==> src/shared/pgc_pkg.sv <==
// Package for the port group register block.
// Assumes one system clock and an APB3 register slave.
package pgc_pkg;

   // ----------------------------------------------------------------------
   // Register map (word index within a group, byte = group base + 4*index)
   // ----------------------------------------------------------------------
   localparam logic [11:0] GROUP_STRIDE  = 12'h040;
   localparam logic [3:0]  REG_DATA      = 4'h0;
   localparam logic [3:0]  REG_ENABLE    = 4'h1;
   localparam logic [3:0]  REG_PULL      = 4'h2;
   localparam logic [3:0]  REG_IRQ_FLAGS = 4'h3;
   localparam logic [3:0]  REG_IRQ_CTRL  = 4'h4;
   localparam logic [3:0]  REG_DEBOUNCE  = 4'h5;
   localparam logic [3:0]  REG_MODE_SEL  = 4'h6;
   localparam logic [3:0]  REG_FUNC_SEL  = 4'h7;
   localparam logic [11:0] ADDR_SUMMARY  = 12'h200;

   // ----------------------------------------------------------------------
   // Groups and widths
   // ----------------------------------------------------------------------
   localparam int NUM_GROUPS  = 6;
   localparam int GROUP_BITS  = 3;
   localparam int PINS        = 8;
   localparam int G4_IDX      = 4;
   localparam int DBG_IDX     = 5;
   localparam int IRQ_GROUPS  = 5;
   localparam int OUT_HI      = 8;

   // Valid pin masks per group
   localparam logic [7:0] MASK_FULL  = 8'hFF;
   localparam logic [7:0] MASK_FIVE  = 8'h1F;
   localparam logic [7:0] MASK_DBG   = 8'h1B;
   localparam logic [7:0] DBG_OUT_MASK = 8'h1F;

   // Reset values
   localparam logic [7:0]  RST_ZERO   = 8'h00;
   localparam logic [7:0]  RST_DBG_MODE = 8'h07;
   localparam logic [15:0] RST_FUNC   = 16'h0000;

   // Function codes
   localparam logic [1:0] FUNC_ROUTER = 2'h1;

   typedef struct packed {
      logic [7:0] out_val;
      logic [7:0] in_en;
      logic [7:0] out_en;
      logic [7:0] pull_dir;
      logic [7:0] pull_en;
      logic [7:0] edge_sel;
      logic [7:0] irq_en;
      logic [7:0] debounce;
      logic [7:0] mode;
      logic [15:0] func;
   } pgc_cfg_t;

endpackage : pgc_pkg

==> src/design/pgc_port_groups.sv <==
// Port group register block: six pin groups with data, enables, pulls,
// mode and function selection behind an APB3 slave; groups 0 to 4 add edge interrupts.
// Assumes pad cells resolve output, enable and pull signals externally.
`timescale 1ns/1ns

// Overview of operation
// - Summary bit per group 0 to 4 reads 1 while any flag of the group is set.
// - Groups 0 to 3 each have eight pins with I/O and interrupts.
// - Group 4 has five pins; unused upper bits of each byte read zero.
// - Debug group pins 0 to 2 reset into peripheral function mode.
// - Debug pin 2 is output only and has no pull control.
// - Interrupt flags reset to 0; writing 1 clears, writing 0 keeps.
// - Mode 0 selects GPIO; mode 1 routes the 2-bit selected function.
// - Function 1 maps groups 0 to 3 to the router; group 4 has none.
// - Data register: output data high byte, read-only input low byte.
// - Enable register: input enables high byte, output enables low byte.
// - Pull register: pull direction high byte, pull enables low byte.
// - Interrupt control: edge select high byte, enables low byte.
// - Debounce enables in low byte; high byte reads zero.
// - Mode bits in low byte reset to GPIO except debug pins 0 to 2; high byte reads zero.
// - Debug data: output 12-8, input 4-3 and 1-0, bit 2 reserved.
// - Edge bit 1 flags falling edges, 0 flags rising edges.
// - Input data reads 0 while the pin's input enable is 0.
// - Pull applies only while the pin's output enable is 0.
// - In peripheral mode GPIO settings and input data are ignored.
module pgc_port_groups #(
   parameter int NG = pgc_pkg::NUM_GROUPS
)(
   // Clock and reset
   input  wire logic             clock,
   input  wire logic             resetn,
   // APB slave
   input  wire logic             psel,
   input  wire logic             penable,
   input  wire logic             pwrite,
   input  wire logic [11:0]      paddr,
   input  wire logic [31:0]      pwdata,
   output logic                  pready,
   output logic [31:0]           prdata,
   output logic                  pslverr,
   // Pads
   input  wire logic [NG*8-1:0]  pad_in,
   output logic [NG*8-1:0]       pad_out,
   output logic [NG*8-1:0]       pad_oe_n,
   output logic [NG*8-1:0]       pad_pull_en,
   output logic [NG*8-1:0]       pad_pull_up,
   // Peripheral functions, 4 per pin
   input  wire logic [NG*32-1:0] func_out,
   input  wire logic [NG*32-1:0] func_oe,
   output logic [NG*32-1:0]      func_in,
   // Router function 1 path
   input  wire logic [NG*8-1:0]  router_out,
   input  wire logic [NG*8-1:0]  router_oe,
   output logic [NG*8-1:0]       router_in,
   // Status
   output logic [NG*8-1:0]       debounce_en,
   output logic [4:0]            group_irq_summary
);

   // ----------------------------------------------------------------------
   // Bus decode
   // ----------------------------------------------------------------------
   localparam int GROUP_BITS_W = pgc_pkg::GROUP_BITS - 1;
   logic                  access;
   logic                  wr;
   logic [GROUP_BITS_W:0] grp_sel;
   logic [3:0]            reg_sel;
   logic                  in_groups;
   logic                  hit_sum;
   logic                  mapped;

   assign access    = psel && penable;
   assign wr        = access && pwrite;
   assign grp_sel   = paddr[8:6];
   assign reg_sel   = paddr[5:2];
   assign in_groups = (paddr[11:9] == 3'h0) && (int'(grp_sel) < NG)
                      && (paddr[1:0] == 2'h0) && (reg_sel[3] == 1'b0);
   assign hit_sum   = (paddr == pgc_pkg::ADDR_SUMMARY);
   assign mapped    = in_groups || hit_sum;
   // Zero-wait slave: answer in the first access cycle
   assign pready    = 1'b1;
   assign pslverr   = access && !mapped;

   // ----------------------------------------------------------------------
   // Per-group state
   // ----------------------------------------------------------------------
   pgc_pkg::pgc_cfg_t cfg [NG];
   logic [7:0] in_sync1 [NG];
   logic [7:0] in_sync2 [NG];
   logic [7:0] in_prev  [NG];
   logic [7:0] irq_flag [NG];
   logic [7:0] in_val   [NG];
   logic [15:0] rd_word [NG];

   genvar g;
   generate
      for (g = 0; g < NG; g++)
      begin : gen_group
         localparam logic [7:0] VMASK =
            (g == pgc_pkg::DBG_IDX) ? pgc_pkg::MASK_DBG :
            (g == pgc_pkg::G4_IDX)  ? pgc_pkg::MASK_FIVE :
                                      pgc_pkg::MASK_FULL;
         // Output and enable fields: debug bit 2 still has an output
         localparam logic [7:0] OMASK =
            (g == pgc_pkg::DBG_IDX) ? pgc_pkg::DBG_OUT_MASK : VMASK;
         localparam logic [7:0] IMASK =
            (g == pgc_pkg::DBG_IDX) ? 8'h00 : VMASK;
         localparam logic [7:0] MODE_RST =
            (g == pgc_pkg::DBG_IDX) ? pgc_pkg::RST_DBG_MODE
                                    : pgc_pkg::RST_ZERO;
         localparam logic [15:0] FMASK =
            (g == pgc_pkg::G4_IDX || g == pgc_pkg::DBG_IDX)
            ? 16'h03FF : 16'hFFFF;
         localparam logic [7:0] FMSK =
            (g == pgc_pkg::DBG_IDX) ? pgc_pkg::DBG_OUT_MASK : VMASK;
         logic                hit;
         logic [7:0]          hi;
         logic [7:0]          lo;
         logic [7:0]          rise_fall;
         logic [7:0]          clr;

         assign hit = wr && in_groups && (int'(grp_sel) == g);
         assign hi  = pwdata[15:8];
         assign lo  = pwdata[7:0];

         // Configuration registers; reserved bits masked on write
         always_ff @(posedge clock)
         begin
            if (!resetn)
            begin
               cfg[g]      <= '0;
               cfg[g].mode <= MODE_RST;
               cfg[g].func <= pgc_pkg::RST_FUNC;
            end
            else if (hit)
            begin
               unique case (reg_sel)
                  pgc_pkg::REG_DATA:
                     cfg[g].out_val <= hi & OMASK;
                  pgc_pkg::REG_ENABLE:
                  begin
                     cfg[g].in_en  <= hi & VMASK;
                     cfg[g].out_en <= lo & OMASK;
                  end
                  pgc_pkg::REG_PULL:
                  begin
                     cfg[g].pull_dir <= hi & VMASK;
                     cfg[g].pull_en  <= lo & VMASK;
                  end
                  pgc_pkg::REG_IRQ_CTRL:
                  begin
                     cfg[g].edge_sel <= hi & IMASK;
                     cfg[g].irq_en   <= lo & IMASK;
                  end
                  pgc_pkg::REG_DEBOUNCE:
                     cfg[g].debounce <= lo & IMASK;
                  pgc_pkg::REG_MODE_SEL:
                     cfg[g].mode <= lo & FMSK;
                  pgc_pkg::REG_FUNC_SEL:
                     cfg[g].func <= pwdata[15:0] & FMASK;
                  default:
                     cfg[g].func <= cfg[g].func;
               endcase
            end
         end

         // Two-flop synchroniser; stage two and its delayed copy in_prev feed logic
         always_ff @(posedge clock)
         begin
            if (!resetn)
            begin
               in_sync1[g] <= '0;
               in_sync2[g] <= '0;
               in_prev[g]  <= '0;
            end
            else
            begin
               in_sync1[g] <= pad_in[g*8 +: 8];
               in_sync2[g] <= in_sync1[g];
               in_prev[g]  <= in_sync2[g];
            end
         end

         // Input read value: gated by enable and GPIO mode
         assign in_val[g] = in_sync2[g] & cfg[g].in_en & ~cfg[g].mode
                            & VMASK;

         // Edge select: 1 falling, 0 rising
         assign rise_fall = IMASK & cfg[g].irq_en & ~cfg[g].mode &
            ((cfg[g].edge_sel & in_prev[g] & ~in_sync2[g] & cfg[g].in_en)
            | (~cfg[g].edge_sel & ~in_prev[g] & in_sync2[g]
               & cfg[g].in_en));
         assign clr = (hit && reg_sel == pgc_pkg::REG_IRQ_FLAGS)
                      ? lo : 8'h00;

         // Set wins over a simultaneous clear
         always_ff @(posedge clock)
         begin
            if (!resetn)
               irq_flag[g] <= '0;
            else
               irq_flag[g] <= ((irq_flag[g] & ~clr) | rise_fall)
                              & IMASK;
         end

         always_comb
         begin
            unique case (reg_sel)
               pgc_pkg::REG_DATA:
                  rd_word[g] = {cfg[g].out_val, in_val[g]};
               pgc_pkg::REG_ENABLE:
                  rd_word[g] = {cfg[g].in_en, cfg[g].out_en};
               pgc_pkg::REG_PULL:
                  rd_word[g] = {cfg[g].pull_dir, cfg[g].pull_en};
               pgc_pkg::REG_IRQ_FLAGS:
                  rd_word[g] = {8'h00, irq_flag[g]};
               pgc_pkg::REG_IRQ_CTRL:
                  rd_word[g] = {cfg[g].edge_sel, cfg[g].irq_en};
               pgc_pkg::REG_DEBOUNCE:
                  rd_word[g] = {8'h00, cfg[g].debounce};
               pgc_pkg::REG_MODE_SEL:
                  rd_word[g] = {8'h00, cfg[g].mode};
               pgc_pkg::REG_FUNC_SEL:
                  rd_word[g] = cfg[g].func;
               default:
                  rd_word[g] = 16'h0000;
            endcase
         end

         // ---------------------------------------------------------------
         // Pin multiplexer
         // ---------------------------------------------------------------
         genvar p;
         for (p = 0; p < pgc_pkg::PINS; p++)
         begin : gen_pin
            localparam int PI = g*8 + p;
            logic [1:0] fsel;
            logic       use_router;
            logic       no_func;
            logic       f_out;
            logic       f_oe;
            assign fsel = cfg[g].func[2*p +: 2];
            // Group 4 and debug have no router slot
            assign use_router = (g < pgc_pkg::G4_IDX)
                                && (fsel == pgc_pkg::FUNC_ROUTER);
            // Group 4 function 1 is unassigned: pin floats
            assign no_func = (g == pgc_pkg::G4_IDX)
                             && (fsel == pgc_pkg::FUNC_ROUTER);
            assign f_out = no_func    ? 1'b0 :
                           use_router ? router_out[PI]
                                      : func_out[PI*4 + int'(fsel)];
            assign f_oe  = no_func    ? 1'b0 :
                           use_router ? router_oe[PI]
                                      : func_oe[PI*4 + int'(fsel)];

            always_comb
            begin
               if (!OMASK[p])
               begin
                  pad_out[PI]     = 1'b0;
                  pad_oe_n[PI]    = 1'b1;
                  pad_pull_en[PI] = 1'b0;
                  pad_pull_up[PI] = 1'b0;
               end
               else if (cfg[g].mode[p])
               begin
                  pad_out[PI]     = f_out;
                  pad_oe_n[PI]    = ~f_oe;
                  pad_pull_en[PI] = 1'b0;
                  pad_pull_up[PI] = 1'b0;
               end
               else
               begin
                  pad_out[PI]     = cfg[g].out_val[p];
                  pad_oe_n[PI]    = ~cfg[g].out_en[p];
                  pad_pull_en[PI] = cfg[g].pull_en[p]
                                    & ~cfg[g].out_en[p];
                  pad_pull_up[PI] = cfg[g].pull_dir[p];
               end
            end

            // Peripheral inputs only see the pin in its selected slot
            for (genvar f = 0; f < 4; f++)
            begin : gen_fin
               assign func_in[PI*4 + f] = VMASK[p] && cfg[g].mode[p]
                  && (fsel == 2'(f)) && !(use_router)
                  && in_sync2[g][p];
            end
            assign router_in[PI] = use_router && cfg[g].mode[p]
                                   && in_sync2[g][p];
         end

         assign debounce_en[g*8 +: 8] = cfg[g].debounce;
      end
   endgenerate

   // ----------------------------------------------------------------------
   // Group summary and read data
   // ----------------------------------------------------------------------
   always_comb
   begin
      for (int i = 0; i < pgc_pkg::IRQ_GROUPS; i++)
         group_irq_summary[i] = |irq_flag[i];
   end

   always_comb
   begin
      prdata = 32'h0000_0000;
      if (access && !pwrite)
      begin
         if (hit_sum)
            prdata = {27'h0, group_irq_summary};
         else if (in_groups)
            prdata = {16'h0000, rd_word[grp_sel]};
      end
   end

endmodule : pgc_port_groups

==> config.mk <==
export PLATFORM = sky130hd
export DESIGN_NAME = pgc_port_groups
export DESIGN_NICKNAME = d
export VERILOG_FILES = /design/src/shared/pgc_pkg.sv /design/src/design/pgc_port_groups.sv
export SDC_FILE = /design/constraint.sdc
export NUM_CORES = 1
export LEC_CHECK = 0
export ABC_AREA = 1
export BUFFER_PORTS_ARGS = -buffer_cell sky130_fd_sc_hd__buf_2
export CORE_AREA = 2 2 421 423
export DETAILED_ROUTE_END_ITERATION = 8
export DIE_AREA = 0 0 423 425
export SETUP_SLACK_MARGIN = 0.2
export SLEW_MARGIN = 15
export SYNTH_ARGS = -nofsm -noshare
export SYNTH_HDL_FRONTEND = slang
export SYNTH_SLANG_ARGS = --single-unit
==> constraint.sdc <==
create_clock -name clock -period 3.45 [get_ports clock]
set_clock_uncertainty 0.2 [all_clocks]
set_input_delay 0 -clock clock [delete_from_list [all_inputs] [get_ports clock]]
set_output_delay 0 -clock clock [all_outputs]
set_load 0.01 [all_outputs]
* After elaboration in Yosys (flattened, before gate mapping)
Memories as Yosys holds them, arrays and structs flattened.
Cells that the tools add are included.
** Word-level totals
- Bits of input ports :: 577
- Flip-flop bits (word level) :: 0
- RAM bits :: 720
- Memories :: 5
- Logic and storage cells :: 1907
- Output and inout bits :: 519
** Memories
- cfg :: depth 6, width 88, read ports 6, clocked after Yosys merged registers in 0, write ports 6, RTL line pgc_port_groups.sv:87 : pgc_pkg::pgc_cfg_t cfg [NG];
- in_prev :: depth 6, width 8, read ports 5, clocked after Yosys merged registers in 0, write ports 6, RTL line pgc_port_groups.sv:90 : logic [7:0] in_prev [NG];
- in_sync1 :: depth 6, width 8, read ports 6, clocked after Yosys merged registers in 0, write ports 6, RTL line pgc_port_groups.sv:88 : logic [7:0] in_sync1 [NG];
- in_sync2 :: depth 6, width 8, read ports 6, clocked after Yosys merged registers in 0, write ports 6, RTL line pgc_port_groups.sv:89 : logic [7:0] in_sync2 [NG];
- irq_flag :: depth 6, width 8, read ports 6, clocked after Yosys merged registers in 0, write ports 6, RTL line pgc_port_groups.sv:91 : logic [7:0] irq_flag [NG];
** Operators by class
- Reductions and logical operators :: 593
- Magnitude comparators :: 44
- Eq/ne operators :: 136
- Add/sub/neg operators :: 41
- Bitwise operators :: 323
- Multiplexer cells :: 765
** Operator list (number)
- $pmux W16 S8 :: 6
- $mux W8 :: 88
- $bmux W1 S8 :: 82
- $mux W1 :: 562
- $logic_and A1 B1 Y1 :: 507
- $mux W16 :: 23
- $and A8 B8 Y8 :: 44
- $eq A2 B2 Y1 const B :: 82
- $not A8 Y8 :: 20
- $lt A8 B9 Y1 const B :: 16
- $add A7 B2 Y8 const A :: 16
- $or A1 B1 Y1 :: 102
- $add A8 B2 Y9 const A :: 10
- $lt A9 B9 Y1 const B :: 10
- $not A1 Y1 :: 85
- $logic_not A2 Y1 :: 42
- $eq A2 B1 Y1 const B :: 41
- $lt A7 B9 Y1 const B :: 8
- $and A5 B5 Y5 :: 13
- $or A8 B8 Y8 :: 8
- $add A6 B2 Y7 const A :: 8
- $bmux W16 S3 :: 1
- $and A1 B1 Y1 :: 42
- $reduce_or A8 Y1 :: 5
- 25 further kinds :: 81

* Depth between registers and ports, before layout
Gate-level depths: netlist (run 1).
- Word-level depth :: 12
- Mapped depth :: 14
- Depth with buffers taken out :: 14

* Least setup slack after synthesis (run 1)
Ideal clock, no wire load.
- Path type :: in2reg
- From :: input paddr[10]
- To :: memory cfg[1][0] (netlist name), enable pin
- Data required time :: 2.839 ns
- Setup slack :: 0.714 ns
- Library setup time :: 0.411 ns
- Stages :: 7
- Data arrival time :: 2.125 ns
- Cells stage by stage :: nor2_1 > nand2_1 > nor2_4 > nand4_4 > inv_1 > nand2_1 > o21ai_0
** RTL lines
- start: declaration :: RTL line pgc_port_groups.sv:36 : input wire logic [11:0] paddr,
- end: declaration :: RTL line pgc_port_groups.sv:87

==> flow_summary_export.csv, run 1 <==
group,metric,value,unit
critical_path,arrival,3010,ps
timing,slew_headroom,19.27,%
synth,syn_area,0.03255,mm²
synth,synth_edf_count,444,
synth,ys.flop_type,"edfxtp_1",
critical_path,r2r_setup_slack,1960,ps
timing,fin_crit,3206,ps
synth,netlist_instances,4136,
synth,synth_area_leaders,"edfxtp_1, dfxtp_1, nor2_1, nand2_1, nand3_1",
global_routing,grtUsageMet1,23.71,%
clock_tree,cts_root_buffer,"clkbuf_16",
global_routing,grt_overflow,0,
synth,netlist.area_leader.share,40.95,%
detailed_routing,drt-initial-drc-count,3693,
floorplanning,rows,154,
detailed_routing,vias,34308,
clock_tree,htreeDepth,3,
detailed_routing,viasPerCell,4.609,
clock_tree,cts_tree,"done",
critical_path,crit_buf_inv,2,
cells_and_area,layout_commonest_cell,"nor2_1",
floorplanning,die_area,0.1798,mm²
critical_path,cp_slowest_cell,"o21ai_0",
floorplanning,core-area,0.1753,mm²
global_routing,grtUsageMet3,4.730,%
global_routing,grt_max_degree,83,
timing,hold_slack,60.28,ps
place,port_buffers,788,
cells_and_area,utilization,24.51,%
synth,async_flop_share,0,%
place,hpwl,151.1,mm
critical_path,start_kind,"flop",
clock_tree,clk_latency,700,ps
detailed_routing,ant_nets,0,
min_path,hold_path_class,"primary input to flop",
clock_tree,clk_pin_slew,60,ps
clock_tree,cts_buffer_depth,3,
pwr,static-leakage-power,19.10,nW
global_routing,grt_pass1_wl,258.0,mm
cells_and_area,multiInputGateArea,0.01292,mm²
synth,synth_cell_types,43,
min_path,hp-start,"paddr[3]",
critical_path,cp-startpoint,"cfg[0][5]$_SDFFCE_PN0P_",
synth,synth_mux_area_share,0,%
cells_and_area,area_delta_synth_final,31.99,%
synth,yosys.area_share.simple,27.86,%
place,dpl_cell_area,0.03931,mm²
cells_and_area,final_cell_mix,"nor2_1, buf_2, nand2_1, edfxtp_1, inv_1",
synth,ys_seq_elements,600,
synth,synth_top_family_by_area,"simple AND/OR/NAND/NOR gates",
critical_path,r2r-end,"irq_flag[0][9]$_SDFF_PN0_",
floorplanning,initial_core_util,18.57,%
global_routing,top_usage_layer,"met2",
critical_path,r2r_cells,4,
critical_path,critPathMaxStageDelay,500,ps
timing,setup_viol,0,
floorplanning,die_width,423,µm
detailed_routing,drt_wl_total,193.6,mm
detailed_routing,wl_per_cell,26.01,µm
synth,ys_seq_area_share,50.55,%
run_status,status,"finished, final reports clean",
cells_and_area,fin_nets,5600,
detailed_routing,drcViolationCount,0,
global_routing,grt_use_met2,34.75,%
timing,rsz0062_at_grt,"yes",
timing,maxSlewViolCount,0,
synth,yosysTopAreaCell,"edfxtp_1",
cells_and_area,final-seq-area,0.01646,mm²
synth,synth_xor_area_share,0,%
timing,min_period_over_period,92.93,%
pwr,powerDensity,448.8,mW/mm²
critical_path,worst_setup_path_end_kind,"output port",
clock_tree,cts-buffers-inserted,73,
floorplanning,die_h,425,µm
floorplanning,ios,1096,
synth,synth_fa_ha_area_share,0,%
critical_path,worstPathCellList,"inv_1 > o21ai_0 > a21oi_1 > nand2_1 > nor2_2 > o21ai_0 > nand2_1 > nor2_1 > buf_2",
timing,tightest_slew,1196,ps
min_path,hold_path_depth,6,
min_path,whs_endpoint,"cfg[2][24]$_SDFFCE_PN0P_",
critical_path,path_delay_family,"compound AO/OA/AOI/OAI gates",
pwr,ir_drop,0.3522,mV
global_routing,grt_antenna_before_repair,41,
cells_and_area,fillers,19357,
clock_tree,clock-sinks,600,
global_routing,grt_pass1_vias,32527,
critical_path,cp_max_fo,7,
global_routing,grt_usage,20.59,%
cells_and_area,drive_gt1_share,21.68,%
critical_path,critPathKind,"flop to output port",
critical_path,cp.required,3250,ps
synth,synth-compound-area-share,10.09,%
timing,tns,0,ps
critical_path,r2r-start,"in_sync2[1][1]$_SDFF_PN0_",
timing,max_freq,0.3119,GHz
timing,hold_viol,0,
synth,yosys_warnings,0,
detailed_routing,first_pass_iters,6,
job,drv_cap,0,
synth,syn_area_per_cell,7.871,µm²
cells_and_area,final_area,0.04297,mm²
place,routabilityCongestion,0.9621,
## Yosys cell counts (4+ instances only)
master and count:
nor2_1 830, nand2_1 748, edfxtp_1 444, inv_1 434
nand3_1 372, o21ai_0 221, buf_4 167, clkbuf_1 162
dfxtp_1 156, a21oi_1 117, o22ai_1 106, nor3_1 99
nor3b_1 43, buf_2 32, nand4_1 32, o2111ai_1 32
o211ai_1 23, nor4_1 16, buf_1 14, o31ai_1 12
a211oi_1 8, a31oi_1 8, clkinv_1 8, a311oi_1 7
o221ai_1 6, o311ai_0 5, or2_2 4
## cell families after synthesis
kind of cell,count (synthesis)
AO/OA/AOI/OAI,559
buffers and inverters,818
other,2
flip-flops,600
AND/OR/NAND/NOR,2157
## per-stage QoR
stage	instances	worst slack, ps	power (mW)
after floorplan	4264	714.1	9.624
after detailed placement	7178	272.5	11.03
after global routing	7434	178.8	19.85
final	7443	244.0	19.29
after CTS	7423	189.3	19.37
after global placement	7178	337.2	11.01
## per-layer routing
layer	routed length (µm)	vias to the layer above	share of wire (%)
met5	109	-	0.056
met4	13040	18	6.7
met3	16980	430	8.8
met2	92140	2025	48
met1	71300	16531	37
li1	-	15304	-
## repair_timing
action                                  CTS  global route
setup buffers                             0             1
gates resized for setup                   2             1
endpoints found under the hold margin   425             0
endpoints found under the setup margin    2             2
hold buffers                            109             0
## power breakdown
part           switching (mW)  internal [mW]  leakage, nW
Combinational            1.75          0.774         12.4
Sequential              0.407           8.07         5.49
Clock                    3.45           4.84         1.22
Total                    5.61           13.7         19.1
## registers in the layout, summed over array words and instances, names as in the netlist
signal,count
cfg,444
in_prev,37
in_sync1,41
in_sync2,41
irq_flag,37
## cell type report
cell class | count | area share [%]
Antenna cell | 19 | 0.1106
Clock buffer | 95 | 4.682
Clock inverter | 41 | 1.159
Inverter | 443 | 3.873
Multi-Input combinational cell | 2846 | 30.06
Sequential cell | 600 | 38.30
Tap cell | 2340 | 6.814
Timing Repair Buffer | 1059 | 15.00
## worst min-delay path, cell delays in order
cell     delay [ps]
buf_2           160
nor2_4           70
nand2_1          80
buf_4           200
o21ai_0         110
buf_4           150
## worst max path at each step
stage / cells past startpoint / end
2_1_floorplan: 7 / cfg[1][0]$_SDFFCE_PN0P_
3_3_place_gp: 9 / cfg[1][37]$_SDFFCE_PN0P_
3_5_place_dp: 9 / cfg[1][30]$_SDFFCE_PN0P_
4_1_cts: 9 / prdata[9]
5_1_grt: 9 / prdata[5]
6_report: 9 / prdata[5]
No activity file was read; power rests on OpenSTA's default activity.
==> inputs of run 2 (changes only) <==
CORE_AREA = 2 2 425 427   (was 2 2 421 423)
DIE_AREA = 0 0 427 429   (was 0 0 423 425)
==> flow_summary_export.csv, run 2 (same netlist as run 1, synthesis figures left out) <==
group,metric,value,unit
global_routing,grt_overflow,0,
clock_tree,htreeDepth,3,
timing,rsz0062_at_grt,"yes",
clock_tree,post_cts_buffers,0,
timing,hold_viol,0,
cells_and_area,final-seq-area,0.01646,mm²
cells_and_area,area_delta_synth_final,32.75,%
floorplanning,die_area,0.1832,mm²
clock_tree,cts_root_buffer,"clkbuf_16",
pwr,ir_drop,0.3159,mV
timing,setup_viol,0,
detailed_routing,drt-initial-drc-count,3767,
timing,min_period_over_period,91.12,%
cells_and_area,fin_nets,5635,
floorplanning,die_width,427,µm
cells_and_area,largest_register_ff_count,444,
cells_and_area,final_area,0.04322,mm²
cells_and_area,final_cell_mix,"nor2_1, buf_2, nand2_1, edfxtp_1, inv_1",
timing,max_freq,0.3181,GHz
floorplanning,rows,155,
global_routing,grt_antenna_before_repair,32,
floorplanning,initial_core_util,18.29,%
floorplanning,core-area,0.1780,mm²
floorplanning,die_h,429,µm
place,dpl_cell_area,0.03930,mm²
job,drv_cap,0,
global_routing,grt_pass1_vias,33087,
critical_path,arrival,2940,ps
global_routing,grt_use_met2,33.12,%
cells_and_area,largest_register,"cfg",
pwr,powerDensity,443.4,mW/mm²
detailed_routing,vias,34588,
clock_tree,clk_latency,680,ps
clock_tree,cts_buffer_depth,3,
global_routing,grt_max_degree,49,
cells_and_area,layout_commonest_cell,"nor2_1",
pwr,totalPowerFinal,19.16,mW
min_path,hold_path_class,"primary input to flop",
global_routing,top_usage_layer,"met2",
cells_and_area,drive_gt1_share,21.55,%
critical_path,cp.required,3250,ps
clock_tree,clock-sinks,600,
clock_tree,cts-buffers-inserted,73,
cells_and_area,top_regs,"cfg (444), in_sync1 (41), in_sync2 (41)",
timing,tightest_slew,1137,ps
detailed_routing,drcViolationCount,0,
run_status,status,"finished, final reports clean",
timing,maxSlewViolCount,0,
critical_path,cp_max_fo,9,
global_routing,grt_usage,20.23,%
cells_and_area,fillers,19642,
detailed_routing,ant_nets,0,
detailed_routing,viasPerCell,4.619,
global_routing,grt_pass1_wl,258.4,mm
pwr,static-leakage-power,19.15,nW
global_routing,grtUsageMet1,23.52,%
place,hpwl,151.2,mm
timing,fin_crit,3144,ps
timing,hold_slack,54.79,ps
place,routabilityCongestion,0.9255,
timing,slew_headroom,23.74,%
global_routing,grtUsageMet3,4.357,%
detailed_routing,wl_per_cell,25.75,µm
detailed_routing,drt_wl_total,192.8,mm
place,port_buffers,788,
clock_tree,cts_tree,"done",
clock_tree,clk_pin_slew,60,ps
timing,tns,0,ps
detailed_routing,first_pass_iters,6,
cells_and_area,utilization,24.27,%
critical_path,critPathKind,"flop to output port",
critical_path,start_kind,"flop",
floorplanning,ios,1096,
critical_path,worst_setup_path_end_kind,"output port",
cells_and_area,multiInputGateArea,0.01292,mm²
## run 2: cell types whose count changed in the layout (fill, tap and decap cells not counted), sizes merged, moves of 4 or more
cell and change:
clkinv +4, diode -4, inv -4, dlygate4sd3 +28, buf +7
## run 2: worst paths after layout
check / from / slack (ps) / cells past startpoint / endpoint
min reg2reg: in_sync1[0][15]$_SDFF_PN0_ / 200 / 2 / in_sync2[1][7]$_SDFF_PN0_
max reg2reg: in_sync2[4][3]$_SDFF_PN0_ / 1840 / 4 / irq_flag[2][3]$_SDFF_PN0_
min: paddr[2] / 50 / 5 / cfg[2][18]$_SDFFCE_PN0P_
max: cfg[0][98]$_SDFFCE_PN0P_ / 310 / 9 / prdata[10]
## run 2: what timing repair did
| item | 4_1_cts | 5_1_grt |
|---|---|---|
| hold endpoints to repair | 558 | 0 |
| hold buffers | 137 | 0 |
| endpoints found under the setup margin | 3 | 2 |
| gates resized for setup | 3 | 2 |
## run 2: area by class of cell
| cell class | count | share of cell area [%] |
|---|---|---|
| Tap cell | 2355 | 6.818 |
| Multi-Input combinational cell | 2846 | 29.90 |
| Clock buffer | 97 | 4.574 |
| Antenna cell | 15 | 0.08686 |
| Inverter | 443 | 3.856 |
| Timing Repair Buffer | 1094 | 15.49 |
| Clock inverter | 38 | 1.196 |
| Sequential cell | 600 | 38.08 |
## run 2: metal layers
| layer | wire length [µm] | part of all wire, % |
|---|---|---|
| met5 | 80 | 0.041 |
| met4 | 15290 | 7.9 |
| met3 | 16980 | 8.8 |
| met2 | 89430 | 46 |
| met1 | 71060 | 37 |
## run 2: through the flow
| step | instances | setup slack, ps |
|---|---|---|
| after detailed placement | 7201 | 402.5 |
| after CTS | 7473 | 196.2 |
| final | 7488 | 306.3 |
| after floorplan | 4264 | 714.1 |
| after global routing | 7478 | 142.6 |
| after global placement | 7201 | 357.2 |
## run 2: where the power goes
group,leakage (nW),switching [mW],internal (mW),total (mW)
Combinational,12.5,1.73,0.792,2.52
Clock,1.20,3.50,4.64,8.14
Sequential,5.49,0.432,8.07,8.50
Total,19.2,5.66,13.5,19.2
## run 2: worst max-delay path, cell delays in order, from the launching register on
cell        delay (ps)
edfxtp_1           450
clkinvlp_4         290
o21ai_0            230
a21oi_1             60
nand4_1             90
o21ai_0            200
nand2_1            170
nand2_1            250
a21oi_2            330
buf_2              190
